==> config.mk <==
export PLATFORM = sky130hd
export DESIGN_NAME = fuc_compare_outputs
export DESIGN_NICKNAME = d
export VERILOG_FILES = /design/src/fuc_pkg.sv /design/src/fuc_output_channel.sv /design/src/fuc_carry_detect.sv /design/src/fuc_compare_outputs.sv
export SDC_FILE = /design/constraint.sdc
export NUM_CORES = 1
export LEC_CHECK = 0
export BUFFER_PORTS_ARGS = -buffer_cell sky130_fd_sc_hd__buf_2
export CAP_MARGIN = 10
export CORE_ASPECT_RATIO = 2
export CORE_UTILIZATION = 35
export DETAILED_ROUTE_END_ITERATION = 8
export GPL_ROUTABILITY_DRIVEN = 0
export SLEW_MARGIN = 10
export SYNTH_ARGS = -nofsm -noshare
export SYNTH_HDL_FRONTEND = slang
export SYNTH_SLANG_ARGS = --single-unit
==> constraint.sdc <==
create_clock -name clk_i -period 2.6 [get_ports clk_i]
set_input_delay 0.13 -clock clk_i [delete_from_list [all_inputs] [get_ports clk_i]]
set_output_delay 0.13 -clock clk_i [all_outputs]
set_load 0.05 [all_outputs]
==> src/fuc_pkg.sv <==
// Shared constants, types and helpers of the counter compare outputs
package fuc_pkg;

  // ----------------------------------------------------------------
  // Register map (byte addresses)
  // ----------------------------------------------------------------
  localparam logic [4:0] OFS_CTRL = 5'h00;
  localparam logic [4:0] OFS_PRESET = 5'h04;
  localparam logic [4:0] OFS_FLAGS = 5'h08;
  localparam logic [4:0] OFS_COUNT = 5'h0C;
  localparam logic [4:0] OFS_IRQ_STATUS = 5'h10;
  localparam logic [4:0] OFS_IRQ_CLEAR = 5'h14;
  localparam logic [4:0] OFS_IRQ_ENABLE = 5'h18;

  // ----------------------------------------------------------------
  // Field positions
  // ----------------------------------------------------------------
  localparam int CTRL_OUT1_STATE = 0;
  localparam int CTRL_OUT1_MODE = 1;
  localparam int CTRL_OUT2_STATE = 2;
  localparam int CTRL_OUT2_MODE = 3;
  localparam int FLAG_GT = 0;
  localparam int FLAG_EQ = 1;
  localparam int FLAG_LT = 2;
  localparam int FLAG_CARRY = 3;
  localparam int IRQ_CARRY = 0;
  localparam int IRQ_EQ = 1;

  // ----------------------------------------------------------------
  // Values after reset and BCD constants
  // ----------------------------------------------------------------
  localparam logic [3:0] CTRL_RESET = 4'h0;
  localparam logic [15:0] PRESET_RESET = 16'h0000;
  localparam logic [1:0] IRQ_EN_RESET = 2'h0;
  localparam logic [15:0] BCD_0000 = 16'h0000;
  localparam logic [15:0] BCD_0001 = 16'h0001;
  localparam logic [15:0] BCD_9998 = 16'h9998;
  localparam logic [15:0] BCD_9999 = 16'h9999;

  // ----------------------------------------------------------------
  // Count event history, one-hot
  // ----------------------------------------------------------------
  typedef enum logic [3:0] {
    EV_NONE = 4'b0001,
    EV_INC = 4'b0010,
    EV_DEC = 4'b0100,
    EV_RST = 4'b1000
  } fuc_evt_e;

  // Valid BCD orders the same way as plain binary
  function automatic logic fuc_bcd_ge(input logic [15:0] a,
                                      input logic [15:0] b);
    fuc_bcd_ge = (a >= b);
  endfunction

  function automatic logic fuc_bcd_le(input logic [15:0] a,
                                      input logic [15:0] b);
    fuc_bcd_le = (a <= b);
  endfunction

endpackage

==> src/fuc_output_channel.sv <==
// One discrete output: manual or counter mode with direction capture
`timescale 1ns/1ns
module fuc_output_channel (
  input wire logic clk_i,
  input wire logic reset_n_i,
  input wire logic load_i,
  input wire logic [15:0] preset_i,
  input wire logic [15:0] count_i,
  input wire logic mode_i,
  input wire logic state_i,
  output logic out_o
);

  typedef struct packed {
    logic up;
    logic out;
  } fuc_chan_s;

  fuc_chan_s q;
  fuc_chan_s d;
  logic cmp;

  always_comb
  begin
    d = q;
    if (load_i)
    begin
      d.up = fuc_pkg::fuc_bcd_ge(preset_i, count_i);
    end
    if (d.up)
    begin
      cmp = fuc_pkg::fuc_bcd_ge(count_i, preset_i);
    end
    else
    begin
      cmp = fuc_pkg::fuc_bcd_le(count_i, preset_i);
    end
    if (mode_i)
    begin
      d.out = cmp ^ state_i;
    end
    else
    begin
      d.out = state_i;
    end
  end

  always_ff @(posedge clk_i)
  begin
    if (!reset_n_i)
    begin
      q <= '{up: 1'b1, out: 1'b0};
    end
    else
    begin
      q <= d;
    end
  end

  assign out_o = q.out;

  // ----------------------------------------------------------------
  // Checks
  // ----------------------------------------------------------------
  AST_MANUAL_FOLLOWS: assert property (@(posedge clk_i)
    disable iff (!reset_n_i) !mode_i |=> out_o == $past(state_i))
    else $error("manual output does not follow state");

  AST_UP_REACHED: assert property (@(posedge clk_i)
    disable iff (!reset_n_i)
    q.up && !load_i && mode_i && !state_i && count_i >= preset_i
    |=> out_o)
    else $error("upward compare not true at or above preset");

  AST_DOWN_REACHED: assert property (@(posedge clk_i)
    disable iff (!reset_n_i)
    !q.up && !load_i && mode_i && !state_i && count_i > preset_i
    |=> !out_o)
    else $error("downward compare true above preset");

  AST_INVERTED: assert property (@(posedge clk_i)
    disable iff (!reset_n_i)
    q.up && !load_i && mode_i && state_i && count_i < preset_i
    |=> out_o)
    else $error("inverted counter output wrong below preset");

  AST_EQUAL_LOAD_UP: assert property (@(posedge clk_i)
    disable iff (!reset_n_i) load_i && preset_i == count_i |=> q.up)
    else $error("equal at load not taken as upward");

  AST_DIR_HELD: assert property (@(posedge clk_i)
    disable iff (!reset_n_i) !load_i |=> $stable(q.up))
    else $error("direction changed without a preset load");

endmodule

==> src/fuc_carry_detect.sv <==
// Carry/borrow sequence detector on the count event history
`timescale 1ns/1ns
module fuc_carry_detect (
  input wire logic clk_i,
  input wire logic reset_n_i,
  input wire logic inc_i,
  input wire logic dec_i,
  input wire logic ext_rst_i,
  input wire logic [15:0] count_i,
  output logic carry_o
);

  typedef struct packed {
    logic [15:0] cnt;
    logic [15:0] prev;
    fuc_pkg::fuc_evt_e evt1;
    fuc_pkg::fuc_evt_e evt2;
    logic pulse;
  } fuc_carry_s;

  fuc_carry_s q;
  fuc_carry_s d;
  fuc_pkg::fuc_evt_e now;
  logic hit;

  always_comb
  begin
    d = q;
    d.cnt = count_i;
    d.pulse = 1'b0;
    hit = 1'b0;
    if (ext_rst_i)
    begin
      now = fuc_pkg::EV_RST;
    end
    else if (inc_i)
    begin
      now = fuc_pkg::EV_INC;
    end
    else if (dec_i)
    begin
      now = fuc_pkg::EV_DEC;
    end
    else
    begin
      now = fuc_pkg::EV_NONE;
    end
    case (now)
      fuc_pkg::EV_INC, fuc_pkg::EV_DEC:
      begin
        if (q.cnt == fuc_pkg::BCD_0000 && q.evt1 != fuc_pkg::EV_RST)
        begin
          hit = (q.prev == fuc_pkg::BCD_0001 &&
                 count_i == fuc_pkg::BCD_9999) ||
                (q.prev == fuc_pkg::BCD_9999 &&
                 count_i == fuc_pkg::BCD_0001) ||
                (q.prev == fuc_pkg::BCD_0001 &&
                 count_i == fuc_pkg::BCD_0001);
        end
        if (q.prev == fuc_pkg::BCD_9998 && q.cnt == fuc_pkg::BCD_9999 &&
            count_i == fuc_pkg::BCD_9998)
        begin
          hit = 1'b1;
        end
        if (q.evt1 == fuc_pkg::EV_RST)
        begin
          hit = (q.evt2 == fuc_pkg::EV_INC && now == fuc_pkg::EV_DEC) ||
                (q.evt2 == fuc_pkg::EV_DEC);
        end
      end
      default:
      begin
        hit = 1'b0;
      end
    endcase
    if (now != fuc_pkg::EV_NONE)
    begin
      d.prev = q.cnt;
      d.evt1 = now;
      d.evt2 = q.evt1;
      d.pulse = hit;
    end
  end

  always_ff @(posedge clk_i)
  begin
    if (!reset_n_i)
    begin
      q <= '{cnt: 16'h0000, prev: 16'h0000, evt1: fuc_pkg::EV_NONE,
             evt2: fuc_pkg::EV_NONE, pulse: 1'b0};
    end
    else
    begin
      q <= d;
    end
  end

  assign carry_o = q.pulse;

  // ----------------------------------------------------------------
  // Checks
  // ----------------------------------------------------------------
  AST_ROLL_DOWN: assert property (@(posedge clk_i)
    disable iff (!reset_n_i)
    dec_i && !inc_i && !ext_rst_i && q.evt1 == fuc_pkg::EV_DEC &&
    q.prev == 16'h0001 && q.cnt == 16'h0000 && count_i == 16'h9999
    |=> carry_o)
    else $error("decrement rollover missed");

  AST_REVERSE_TOP: assert property (@(posedge clk_i)
    disable iff (!reset_n_i)
    dec_i && !ext_rst_i && !inc_i && q.prev == 16'h9998 &&
    q.cnt == 16'h9999 && count_i == 16'h9998 |=> carry_o)
    else $error("reversal at top boundary missed");

  AST_RESET_SEQ: assert property (@(posedge clk_i)
    disable iff (!reset_n_i)
    (inc_i || dec_i) && !ext_rst_i && q.evt1 == fuc_pkg::EV_RST &&
    q.evt2 == fuc_pkg::EV_DEC |=> carry_o)
    else $error("decrement-reset-count sequence missed");

endmodule

==> src/fuc_compare_outputs.sv <==
// Compare flags, carry/borrow latch and two outputs behind Avalon-MM
// ----------------------------------------------------------------
// What this block does
// - Two discrete outputs, each driven by software or by the compare.
// - Greater, equal and less flags of count against preset are reported.
// - Carry/borrow flags a rollover 0001-0000-9999 or 9999-0000-0001.
// - Carry/borrow flags a turn at 0001-0000-0001 or 9998-9999-9998.
// - Carry/borrow flags inc-reset-dec and dec-reset-any-count sequences.
// - Flags are handed to the processor once per scan read.
// - A mode bit per output selects manual (0) or counter (1) mode.
// - In manual mode the output copies its state bit.
// - A new preset is compared once to the count to fix the direction.
// - Preset first above count: compare true while count is at or above it.
// - Preset first below count: compare true while count is at or below it.
// - In counter mode the output is the compare, inverted by state bit 1.
// - The counter-mode output tracks the compare without waiting for a scan.
// - State and mode bits of both outputs sit in the control register.
// - Count and preset are four-digit BCD values 0000 to 9999.
// ----------------------------------------------------------------
//
// Chosen here: the Avalon-MM interface to the registers and the placing of the registers.
`timescale 1ns/1ns
module fuc_compare_outputs (
  input wire logic clk_i,
  input wire logic reset_n_i,
  input wire logic [4:0] avs_address_i,
  input wire logic avs_read_i,
  input wire logic avs_write_i,
  input wire logic [31:0] avs_writedata_i,
  input wire logic [3:0] avs_byteenable_i,
  output logic [31:0] avs_readdata_o,
  output logic avs_waitrequest_o,
  input wire logic [15:0] count_i,
  input wire logic inc_i,
  input wire logic dec_i,
  input wire logic ext_rst_i,
  output logic out1_o,
  output logic out2_o,
  output logic irq_o
);

  typedef struct packed {
    logic ack;
    logic [31:0] rdata;
    logic [3:0] ctrl;
    logic [15:0] preset;
    logic load;
    logic carry;
    logic eq_prev;
    logic [1:0] irq_st;
    logic [1:0] irq_en;
  } fuc_top_s;

  fuc_top_s q;
  fuc_top_s d;
  logic req;
  logic wr_ok;
  logic rd_ok;
  logic gt;
  logic eq;
  logic lt;
  logic carry_evt;
  logic [1:0] irq_evt;
  logic [1:0] irq_clr;
  logic [3:0] flags;
  logic [1:0] chan_out;

  // Flag register decode, shared by the carry clear and its checks
  function automatic logic at_flags(input logic [4:0] a);
    at_flags = (a == fuc_pkg::OFS_FLAGS);
  endfunction

  // ----------------------------------------------------------------
  // Live comparison
  // ----------------------------------------------------------------
  always_comb
  begin
    eq = (count_i == q.preset);
    gt = !fuc_pkg::fuc_bcd_le(count_i, q.preset);
    lt = !fuc_pkg::fuc_bcd_ge(count_i, q.preset);
    flags = 4'h0;
    flags[fuc_pkg::FLAG_GT] = gt;
    flags[fuc_pkg::FLAG_EQ] = eq;
    flags[fuc_pkg::FLAG_LT] = lt;
    flags[fuc_pkg::FLAG_CARRY] = q.carry;
  end

  // ----------------------------------------------------------------
  // Bus slave and registers
  // ----------------------------------------------------------------
  // One wait cycle: data is fetched on the first edge, given on the next
  assign req = avs_read_i || avs_write_i;
  assign wr_ok = avs_write_i && q.ack;
  assign rd_ok = avs_read_i && q.ack;

  always_comb
  begin
    d = q;
    d.ack = req && !q.ack;
    d.load = 1'b0;
    irq_clr = 2'h0;
    if (req && !q.ack)
    begin
      d.rdata = 32'h0000_0000;
      case (avs_address_i)
        fuc_pkg::OFS_CTRL: d.rdata[3:0] = q.ctrl;
        fuc_pkg::OFS_PRESET: d.rdata[15:0] = q.preset;
        fuc_pkg::OFS_FLAGS: d.rdata[3:0] = flags;
        fuc_pkg::OFS_COUNT: d.rdata[15:0] = count_i;
        fuc_pkg::OFS_IRQ_STATUS: d.rdata[1:0] = q.irq_st;
        fuc_pkg::OFS_IRQ_ENABLE: d.rdata[1:0] = q.irq_en;
        default: d.rdata = 32'h0000_0000;
      endcase
    end
    if (wr_ok)
    begin
      case (avs_address_i)
        fuc_pkg::OFS_CTRL:
        begin
          if (avs_byteenable_i[0])
          begin
            d.ctrl = avs_writedata_i[3:0];
          end
        end
        fuc_pkg::OFS_PRESET:
        begin
          if (avs_byteenable_i[0])
          begin
            d.preset[7:0] = avs_writedata_i[7:0];
          end
          if (avs_byteenable_i[1])
          begin
            d.preset[15:8] = avs_writedata_i[15:8];
          end
          d.load = |avs_byteenable_i[1:0];
        end
        fuc_pkg::OFS_IRQ_CLEAR:
        begin
          if (avs_byteenable_i[0])
          begin
            irq_clr = avs_writedata_i[1:0];
          end
        end
        fuc_pkg::OFS_IRQ_ENABLE:
        begin
          if (avs_byteenable_i[0])
          begin
            d.irq_en = avs_writedata_i[1:0];
          end
        end
        default:
        begin
          d.load = 1'b0;
        end
      endcase
    end
    // Only a carry that was actually returned is cleared; set wins
    if (rd_ok && at_flags(avs_address_i) &&
        q.rdata[fuc_pkg::FLAG_CARRY])
    begin
      d.carry = 1'b0;
    end
    if (carry_evt)
    begin
      d.carry = 1'b1;
    end
    d.eq_prev = eq;
    irq_evt = 2'h0;
    irq_evt[fuc_pkg::IRQ_CARRY] = carry_evt;
    irq_evt[fuc_pkg::IRQ_EQ] = eq && !q.eq_prev;
    d.irq_st = (q.irq_st & ~irq_clr) | irq_evt;
  end

  always_ff @(posedge clk_i)
  begin
    if (!reset_n_i)
    begin
      // Equal counts as already seen, so reset raises no equal event
      q <= '{ack: 1'b0, rdata: 32'h0000_0000,
             ctrl: fuc_pkg::CTRL_RESET, preset: fuc_pkg::PRESET_RESET,
             load: 1'b0, carry: 1'b0, eq_prev: 1'b1, irq_st: 2'h0,
             irq_en: fuc_pkg::IRQ_EN_RESET};
    end
    else
    begin
      q <= d;
    end
  end

  assign avs_waitrequest_o = req && !q.ack;
  assign avs_readdata_o = q.rdata;
  assign irq_o = |(q.irq_st & q.irq_en);

  // ----------------------------------------------------------------
  // Carry/borrow detection and output channels
  // ----------------------------------------------------------------
  fuc_carry_detect u_carry (
    .clk_i(clk_i),
    .reset_n_i(reset_n_i),
    .inc_i(inc_i),
    .dec_i(dec_i),
    .ext_rst_i(ext_rst_i),
    .count_i(count_i),
    .carry_o(carry_evt)
  );

  genvar gi;
  generate
    for (gi = 0; gi < 2; gi++)
    begin : g_chan
      fuc_output_channel u_chan (
        .clk_i(clk_i),
        .reset_n_i(reset_n_i),
        .load_i(q.load),
        .preset_i(q.preset),
        .count_i(count_i),
        .mode_i(q.ctrl[2 * gi + 1]),
        .state_i(q.ctrl[2 * gi]),
        .out_o(chan_out[gi])
      );
    end
  endgenerate

  assign out1_o = chan_out[0];
  assign out2_o = chan_out[1];

  // ----------------------------------------------------------------
  // Checks
  // ----------------------------------------------------------------
  AST_ONE_WAIT: assert property (@(posedge clk_i)
    disable iff (!reset_n_i) req && !q.ack |=> !avs_waitrequest_o)
    else $error("bus answer not given after one wait cycle");

  AST_ONE_FLAG: assert property (@(posedge clk_i)
    disable iff (!reset_n_i) $onehot({gt, eq, lt}))
    else $error("compare flags not exactly one");

  AST_CARRY_HELD: assert property (@(posedge clk_i)
    disable iff (!reset_n_i)
    q.carry && !(rd_ok && avs_address_i == fuc_pkg::OFS_FLAGS)
    |=> q.carry)
    else $error("carry dropped before it was read");

  AST_CARRY_SET: assert property (@(posedge clk_i)
    disable iff (!reset_n_i) carry_evt |=> q.carry)
    else $error("carry event lost");

  AST_MANUAL_PATH: assert property (@(posedge clk_i)
    disable iff (!reset_n_i)
    wr_ok && avs_address_i == fuc_pkg::OFS_CTRL && avs_byteenable_i[0]
    && avs_writedata_i[3:0] == 4'h1 |=> ##1 out1_o && !out2_o)
    else $error("control write not reflected on outputs");

  AST_PRESET_LOAD: assert property (@(posedge clk_i)
    disable iff (!reset_n_i)
    wr_ok && avs_address_i == fuc_pkg::OFS_PRESET &&
    |avs_byteenable_i[1:0] |=> q.load)
    else $error("preset write did not start a direction capture");

  AST_LOAD_ONCE: assert property (@(posedge clk_i)
    disable iff (!reset_n_i) q.load |=> !q.load)
    else $error("direction capture repeated without a new preset");

  AST_CTRL_WRITE: assert property (@(posedge clk_i)
    disable iff (!reset_n_i)
    wr_ok && avs_address_i == fuc_pkg::OFS_CTRL && avs_byteenable_i[0]
    |=> q.ctrl == $past(avs_writedata_i[3:0]))
    else $error("control write not stored");

  AST_CARRY_CLEAR: assert property (@(posedge clk_i)
    disable iff (!reset_n_i)
    rd_ok && at_flags(avs_address_i) && q.rdata[fuc_pkg::FLAG_CARRY] &&
    !carry_evt |=> !q.carry)
    else $error("carry not cleared after it was read");

  AST_FLAGS_FETCH: assert property (@(posedge clk_i)
    disable iff (!reset_n_i)
    req && !q.ack && at_flags(avs_address_i)
    |=> avs_readdata_o[3:0] == $past(flags))
    else $error("flag word not captured at the fetch edge");

  AST_EQ_EVENT: assert property (@(posedge clk_i)
    disable iff (!reset_n_i)
    eq && !q.eq_prev |=> q.irq_st[fuc_pkg::IRQ_EQ])
    else $error("equal event not recorded");

  AST_CARRY_EVENT: assert property (@(posedge clk_i)
    disable iff (!reset_n_i) carry_evt |=> q.irq_st[fuc_pkg::IRQ_CARRY])
    else $error("carry event not recorded in status");

  AST_STATUS_CLEAR: assert property (@(posedge clk_i)
    disable iff (!reset_n_i)
    wr_ok && avs_address_i == fuc_pkg::OFS_IRQ_CLEAR && avs_byteenable_i[0]
    && avs_writedata_i[fuc_pkg::IRQ_CARRY] && !carry_evt
    |=> !q.irq_st[fuc_pkg::IRQ_CARRY])
    else $error("carry status not cleared by its clear bit");

  AST_OUT1_MANUAL: assert property (@(posedge clk_i)
    disable iff (!reset_n_i)
    !q.ctrl[fuc_pkg::CTRL_OUT1_MODE]
    |=> out1_o == $past(q.ctrl[fuc_pkg::CTRL_OUT1_STATE]))
    else $error("output 1 not driven by software in manual mode");

  AST_OUT2_MANUAL: assert property (@(posedge clk_i)
    disable iff (!reset_n_i)
    !q.ctrl[fuc_pkg::CTRL_OUT2_MODE]
    |=> out2_o == $past(q.ctrl[fuc_pkg::CTRL_OUT2_STATE]))
    else $error("output 2 not driven by software in manual mode");

  AST_IDLE_ACK: assert property (@(posedge clk_i)
    disable iff (!reset_n_i) !req |=> !q.ack)
    else $error("bus answer given without a request");

endmodule

==> results of run 1 <==
==> worst register-to-register path: stages, from the launching register on <==
cell and delay, ns:
dfxtp_1 0.31, or4_1 0.54, nor2_1 0.17, nand3_1 0.11, nor4_1 0.54, buf_4 0.20, a21oi_1 0.07, a2111oi_2 0.34
==> state kept, by name, summed over array words and instances (netlist names) <==
signal / flops
u_carry.q: 40
q: 27
avs_readdata_o: 16
g_chan.u_chan.out_o: 2
g_chan.u_chan.q: 2
flags: 1
u_carry.carry_o: 1
==> cell usage after synthesis, types with 6 or more instances <==
cell type	n	area (sq um)
a21boi_0	26	195
a21oi_1	15	75.1
a221oi_1	14	123
a31oi_1	6	37.5
and2_1	17	106
buf_4	32	240
clkbuf_1	22	82.6
dfxtp_1	89	1780
ha_1	16	200
inv_1	19	71.3
mux2i_1	20	200
nand2_1	72	270
nand3_1	12	60.1
nand4_1	8	50.1
nor2_1	28	105
nor2b_1	20	125
nor3_1	8	40.0
nor3b_1	13	97.6
nor4_1	9	56.3
o21ai_0	10	50.1
or4_1	8	60.1
==> metrics by stage <==
stage / power [mW] / cell area, sq um
floorplan: 1.78 / 4440
detailed placement: 1.87 / 4680
CTS: 3.32 / 5020
global placement: 1.87 / 4680
global route: 3.40 / 5020
finish: 3.28 / 5020
==> per-layer routing <==
| layer | vias to the layer above | routed length (microns) |
|---|---|---|
| li1 | 1814 | - |
| met3 | 37 | 462 |
| met1 | 1756 | 3930 |
| met2 | 129 | 6480 |
| met5 | - | 0 |
| met4 | 0 | 644 |
==> final timing paths <==
path                                                    to  slack (ns)
worst max-delay path            u_carry.carry_o$_SDFF_PN0_        0.23
worst min-delay path             u_carry.q[7]$_SDFFE_PN0P_        0.03
worst max register to register  u_carry.carry_o$_SDFF_PN0_        0.23
worst min register to register  u_carry.q[15]$_SDFFE_PN0P_        0.46
==> cells in the final DEF, fill, tap and decap left out, types with 7 or more instances in the layout <==
cell type	instances
nand3_1	12
and2_1	17
mux2i_1	20
a21boi_0	26
nor4_1	9
ha_1	16
nor3b_1	13
inv_1	19
nand4_1	8
nor2b_1	20
nor3_1	7
or4_1	8
nor2_1	28
conb_1	16
buf_2	65
dfxtp_1	89
o21ai_0	10
clkbuf_16	9
a221oi_1	14
a21oi_1	15
nand2_1	72
buf_4	7
==> report_power, final <==
group	internal (mW)	switching, mW	leakage [nW]
logic	0.123	0.276	1.07
registers	1.41	0.0303	0.728
clock network	0.881	0.560	0.165
total	2.42	0.866	1.97
==> cell families after synthesis <==
family          count (synthesis)  share of synthesized area
other cells                     1                   0.000855
flops                          89                      0.406
compound gates                 86                      0.140
simple gates                  219                      0.265
mux                            20                     0.0456
fa+ha+maj                      16                     0.0456
buf+inv                        78                     0.0967
==> cell type report <==
| class | instances | area (sq um) |
|---|---|---|
| fillers | 1229 | 7180 |
| clock buffers | 10 | 239 |
| well taps | 147 | 184 |
| clock inverters | 6 | 97.6 |
| inverters | 20 | 75.1 |
| multi-input cells | 357 | 2240 |
| flip-flops and latches | 89 | 1780 |
| repair buffers | 73 | 398 |
==> key figures, run 1 <==
Run status
  • Status: finished, final reports clean

Logic synthesis
  • Netlist cell types: 50
  • Post-synth EDFFs: 0
  • Seq/Total Area, Yosys: 0.406
  • Mean Syn Cell Area: roughly 8.6 sq um
  • Fraction of registers with async set/reset: 0
  • Cell count after synthesis: just over 500
  • Top_reg_cell synth: dfxtp_1
  • Synth warn: 0
  • Seq cells post-synth: around 90
  • Mapped Area: 4390 sq um

Placement
  • DP Cell Count: about 690
  • DPL Wire Length: ~9000 microns
  • Dpl ws: 0.121 ns
  • Port Buf Inserts: 65

Critical path
  • Reg2reg path depth: 7
  • CP Buf/Inv Count: 1
  • Critical Path Start Type: flop
  • Worst setup EP type: flop
  • WP data required: ~2.8 ns
  • CP delay by family, top: simple AND/OR/NAND/NOR gates
  • Worst setup path start: u_carry.q[23]$_SDFFE_PN0P_
  • Setup Crit Path Kind: reg -> reg
  • Critical path's slowest cell: or4_1
  • Critical path depth in cells: 7
  • Data arrival, critical path: approximately 2.6 ns
  • Crit-path cells: or4_1 -> nor2_1 -> nand3_1 -> nor4_1 -> buf_4 -> a21oi_1 -> a2111oi_2
  • Worst R2R Start: u_carry.q[23]$_SDFFE_PN0P_
  • CP max stage delay: between 0.5 and 0.6 ns
  • Maximum fanout along the worst path: 2

STA
  • Hold_ws: 0.0253 ns
  • Setup violations, final: 0
  • Min Clock Period, post-route: around 2.4 ns
  • Slew margin rel.: 0.560
  • Fin. Hold Viols: 0
  • Final Max Tran Viols: 0
  • RSZ-0062 raised after global routing: no
  • Period utilisation layout: 0.912
  • Final setup margin: 0.228 ns
  • Worst Tran Pin Value: 0.660 ns
  • Worst Skew: between 0.007 and 0.008 ns
  • Setup TNS: 0 ns
  • Max frequency: 422 MHz

GRT
  • Antenna violations before repair: 0
  • Grt peak-use layer: met2
  • GR Util met2: 0.350
  • Vias in the first global route: between 3k and 4k
  • GRT overflow: 0
  • Gr usage total: 0.186
  • First-pass GRT wire length: about 18000 microns
  • Met1 Use GR: 0.172
  • Met3 Use GR: 0.0295
  • Pin count of the biggest net entering global routing: 58

Route
  • Vias per cell: approximately 5.3
  • Starting DRC count in detailed routing: slightly below 200
  • Detailed Routing Iterations Pass 1: 6
  • Routed wire per std cell: 16.4 microns
  • Remaining DRCs: 0
  • DRT antenna net count: 0
  • Overall routed net length: between 10000 and 15000 microns
  • DR vias: 3736

Power
  • Peak supply drop: roughly 0.00040 V
  • Power per Cell Area: 655 nW/um^2
  • Leakage power: between 1.5 and 2 nW

Clock network
  • Clock-pin slew on the worst setup and hold paths: around 0.07 ns
  • Post-CTS Hold Buffers: 0
  • Maximum clock path buffer count: 2
  • Post-CTS sizing: 0
  • CTS tree: done
  • Post-CTS Setup Bufs: 0
  • Clk sinks: 89
  • Num CTS Buffers: 9
  • Htree depth: 3
  • Skew-Pair Late Insertion Delay: between 0.3 and 0.4 ns
  • Clock root buffer: clkbuf_16

Worst hold path
  • Min-delay src: inc_i
  • Hold Crit Depth: 2
  • HP Class: in -> reg

Finish
  • Final core occ: 0.411
  • Antenna cell count: 0
  • NumNets Final: 630
  • Share of cells above drive strength 1: 0.173
  • Finished Layout Cells: ~700
  • Area Growth Syn to Fin: 14.4%

Die
  • Initial Utilization: 0.360
  • I/O pin total: 100
  • Core area: 12200 sq um
  • Row count: between 50 and 60
  • Die height: about 160 microns
  • Die area: about 13000 sq um
  • Die width: about 81 microns

Run
  • Max-cap violations: 0
Note: power is estimated with default switching activity, not from simulation.
==> run 2: changes to the inputs <==
clock period = 2.8 ns   (was 2.6 ns; I/O delays follow)
==> key figures, run 2 (synthesis results as in run 1) <==
GRT
  • Gr usage total: 0.186 (-0.000435)
  • First-pass GRT wire length: 17900 microns (unchanged)
  • GRT overflow: 0 (unchanged)
  • Pin count of the biggest net entering global routing: 59 (+1.7%)
  • Antenna violations before repair: 0 (unchanged)
  • Vias in the first global route: 3697 (+0.16%)

Critical path
  • Setup Crit Path Kind: reg -> reg
  • Critical Path Start Type: flop
  • Worst setup EP type: flop
  • Data arrival, critical path: 2.64 ns (+0.03 ns)
  • Maximum fanout along the worst path: 5 (+3)
  • WP data required: 3.07 ns (+0.23 ns)

Die
  • Die area: 13000 sq um (unchanged)
  • I/O pin total: 100 (unchanged)
  • Die height: 160 microns (unchanged)
  • Die width: 81.2 microns (unchanged)
  • Row count: 57 (unchanged)
  • Core area: 12200 sq um (unchanged)
  • Initial Utilization: 0.360 (unchanged)

Finish
  • Register area: 1780 sq um (unchanged)
  • Multi-input logic area: 2240 sq um (unchanged)
  • Commonest non-fill, non-tap cell in the layout: dfxtp_1
  • Post-route cell area: 4920 sq um (-1.9%)
  • Antenna cell count: 0 (unchanged)
  • Max reg flops: 40 (unchanged)
  • Share of cells above drive strength 1: 0.163 (-0.00963)
  • Finished Layout Cells: 698 (-0.57%)
  • Filler Cells Inserted: 1248 (+1.5%)
  • Most frequent cells in the layout: dfxtp_1 (89), nand2_1 (72), buf_2 (65)
  • Largest reg by FF count: u_carry.q
  • Area Growth Syn to Fin: 12.2%
  • NumNets Final: 627 (-0.48%)

STA
  • Min Clock Period, post-route: 2.37 ns (+0.00153 ns)
  • Final Max Tran Viols: 0 (unchanged)
  • RSZ-0062 raised after global routing: no
  • Max frequency: 421 MHz (about the same)
  • Worst Tran Pin Value: 0.641 ns (-0.0193 ns)
  • Setup TNS: 0 ns (unchanged)
  • Setup violations, final: 0 (unchanged)
  • Slew margin rel.: 0.573 (+0.0128)
  • Fin. Hold Viols: 0 (unchanged)
  • Period utilisation layout: 0.848 (-0.0646)
  • Worst Skew: 0.00666 ns (-0.000918 ns)

Clock network
  • Maximum clock path buffer count: 2 (unchanged)
  • Clock root buffer: clkbuf_16
  • Htree depth: 3 (unchanged)
  • Clk sinks: 89 (unchanged)
  • Post-CTS Setup Bufs: 0 (unchanged)
  • Clock-pin slew on the worst setup and hold paths: 0.06 ns (about the same)
  • Post-CTS Hold Buffers: 0 (unchanged)
  • Skew-Pair Late Insertion Delay: 0.34 ns (about the same)
  • Num CTS Buffers: 9 (unchanged)
  • CTS tree: done
  • Post-CTS sizing: 0 (unchanged)

Route
  • Starting DRC count in detailed routing: 139 (-29%)
  • Overall routed net length: 11400 microns (-1.2%)
  • DR vias: 3662 (-2.0%)
  • Detailed Routing Iterations Pass 1: 4 (-2)
  • DRT antenna net count: 0 (unchanged)
  • Remaining DRCs: 0 (unchanged)
  • Vias per cell: 5.25 (-1.4%)
  • Routed wire per std cell: 16.3 microns (-0.60%)

Placement
  • DP Cell Count: 683 (-0.44%)
  • DPL Wire Length: 8950 microns (about the same)
  • Port Buf Inserts: 65 (unchanged)
  • DP Area: 4660 sq um (-0.48%)

Run
  • Max-cap violations: 0 (unchanged)

Power
  • Power per Cell Area: 568 nW/um^2 (-13%)
  • Leakage power: 1.91 nW (-2.7%)
  • Peak supply drop: 0.000291 V (-26%)

Run status
  • Status: finished, final reports clean

Worst hold path
  • HP Class: in -> reg
run 2: layout make-up:
class | count | share of cell area
clock buffer | 12 | 0.0501
clock inverter | 3 | 0.00356
inverter | 20 | 0.0153
multi-input combinational | 357 | 0.455
sequential | 89 | 0.362
tap | 147 | 0.0374
timing repair buffer | 70 | 0.0763
run 2: final timing paths:
path                                                 start                                end  slack (ns)  cells past startpoint
worst max-delay path                    q[22]$_SDFFE_PN0P_  g_chan[1].u_chan.out_o$_SDFF_PN0_        0.43                      8
worst min-delay path                                 inc_i          u_carry.q[7]$_SDFFE_PN0P_        0.05                      2
worst max register to register          q[22]$_SDFFE_PN0P_  g_chan[1].u_chan.out_o$_SDFF_PN0_        0.43                      8
worst min register to register  u_carry.q[23]$_SDFFE_PN0P_         u_carry.q[23]$_SDFFE_PN0P_        0.46                      2
run 2: worst max-delay path: stages (launching register included):
cell,delay (ns)
dfxtp_1,0.35
inv_1,0.05
ha_1,0.31
nand4_1,0.19
or4_4,0.61
a21o_1,0.22
and3_1,0.21
a21oi_1,0.18
mux2i_1,0.19
run 2: report_power, final:
group          switching, mW  internal (mW)
clock network          0.466          0.618
logic                  0.257          0.114
registers             0.0277           1.31
total                  0.751           2.04
run 2: metrics by stage:
stage	hold slack (ns)	power (mW)	worst slack [ns]	utilization
after floorplan	0.219	1.65	0.659	-
after global placement	0.388	1.73	0.481	0.382
after detailed placement	0.399	1.74	0.423	0.382
after CTS	0.0401	2.82	0.409	0.404
after global routing	0.0592	2.90	0.296	0.404
final	0.0504	2.79	0.426	0.404
run 2: per-layer routing:
metal	global-route usage	part of all wire	wire [microns]	vias to the layer above
met5	0	0	0	-
met4	0.114	0.052	591	0
met3	0.0375	0.031	348	39
met2	0.350	0.56	6410	90
met1	0.172	0.35	4030	1723
li1	-	-	-	1810
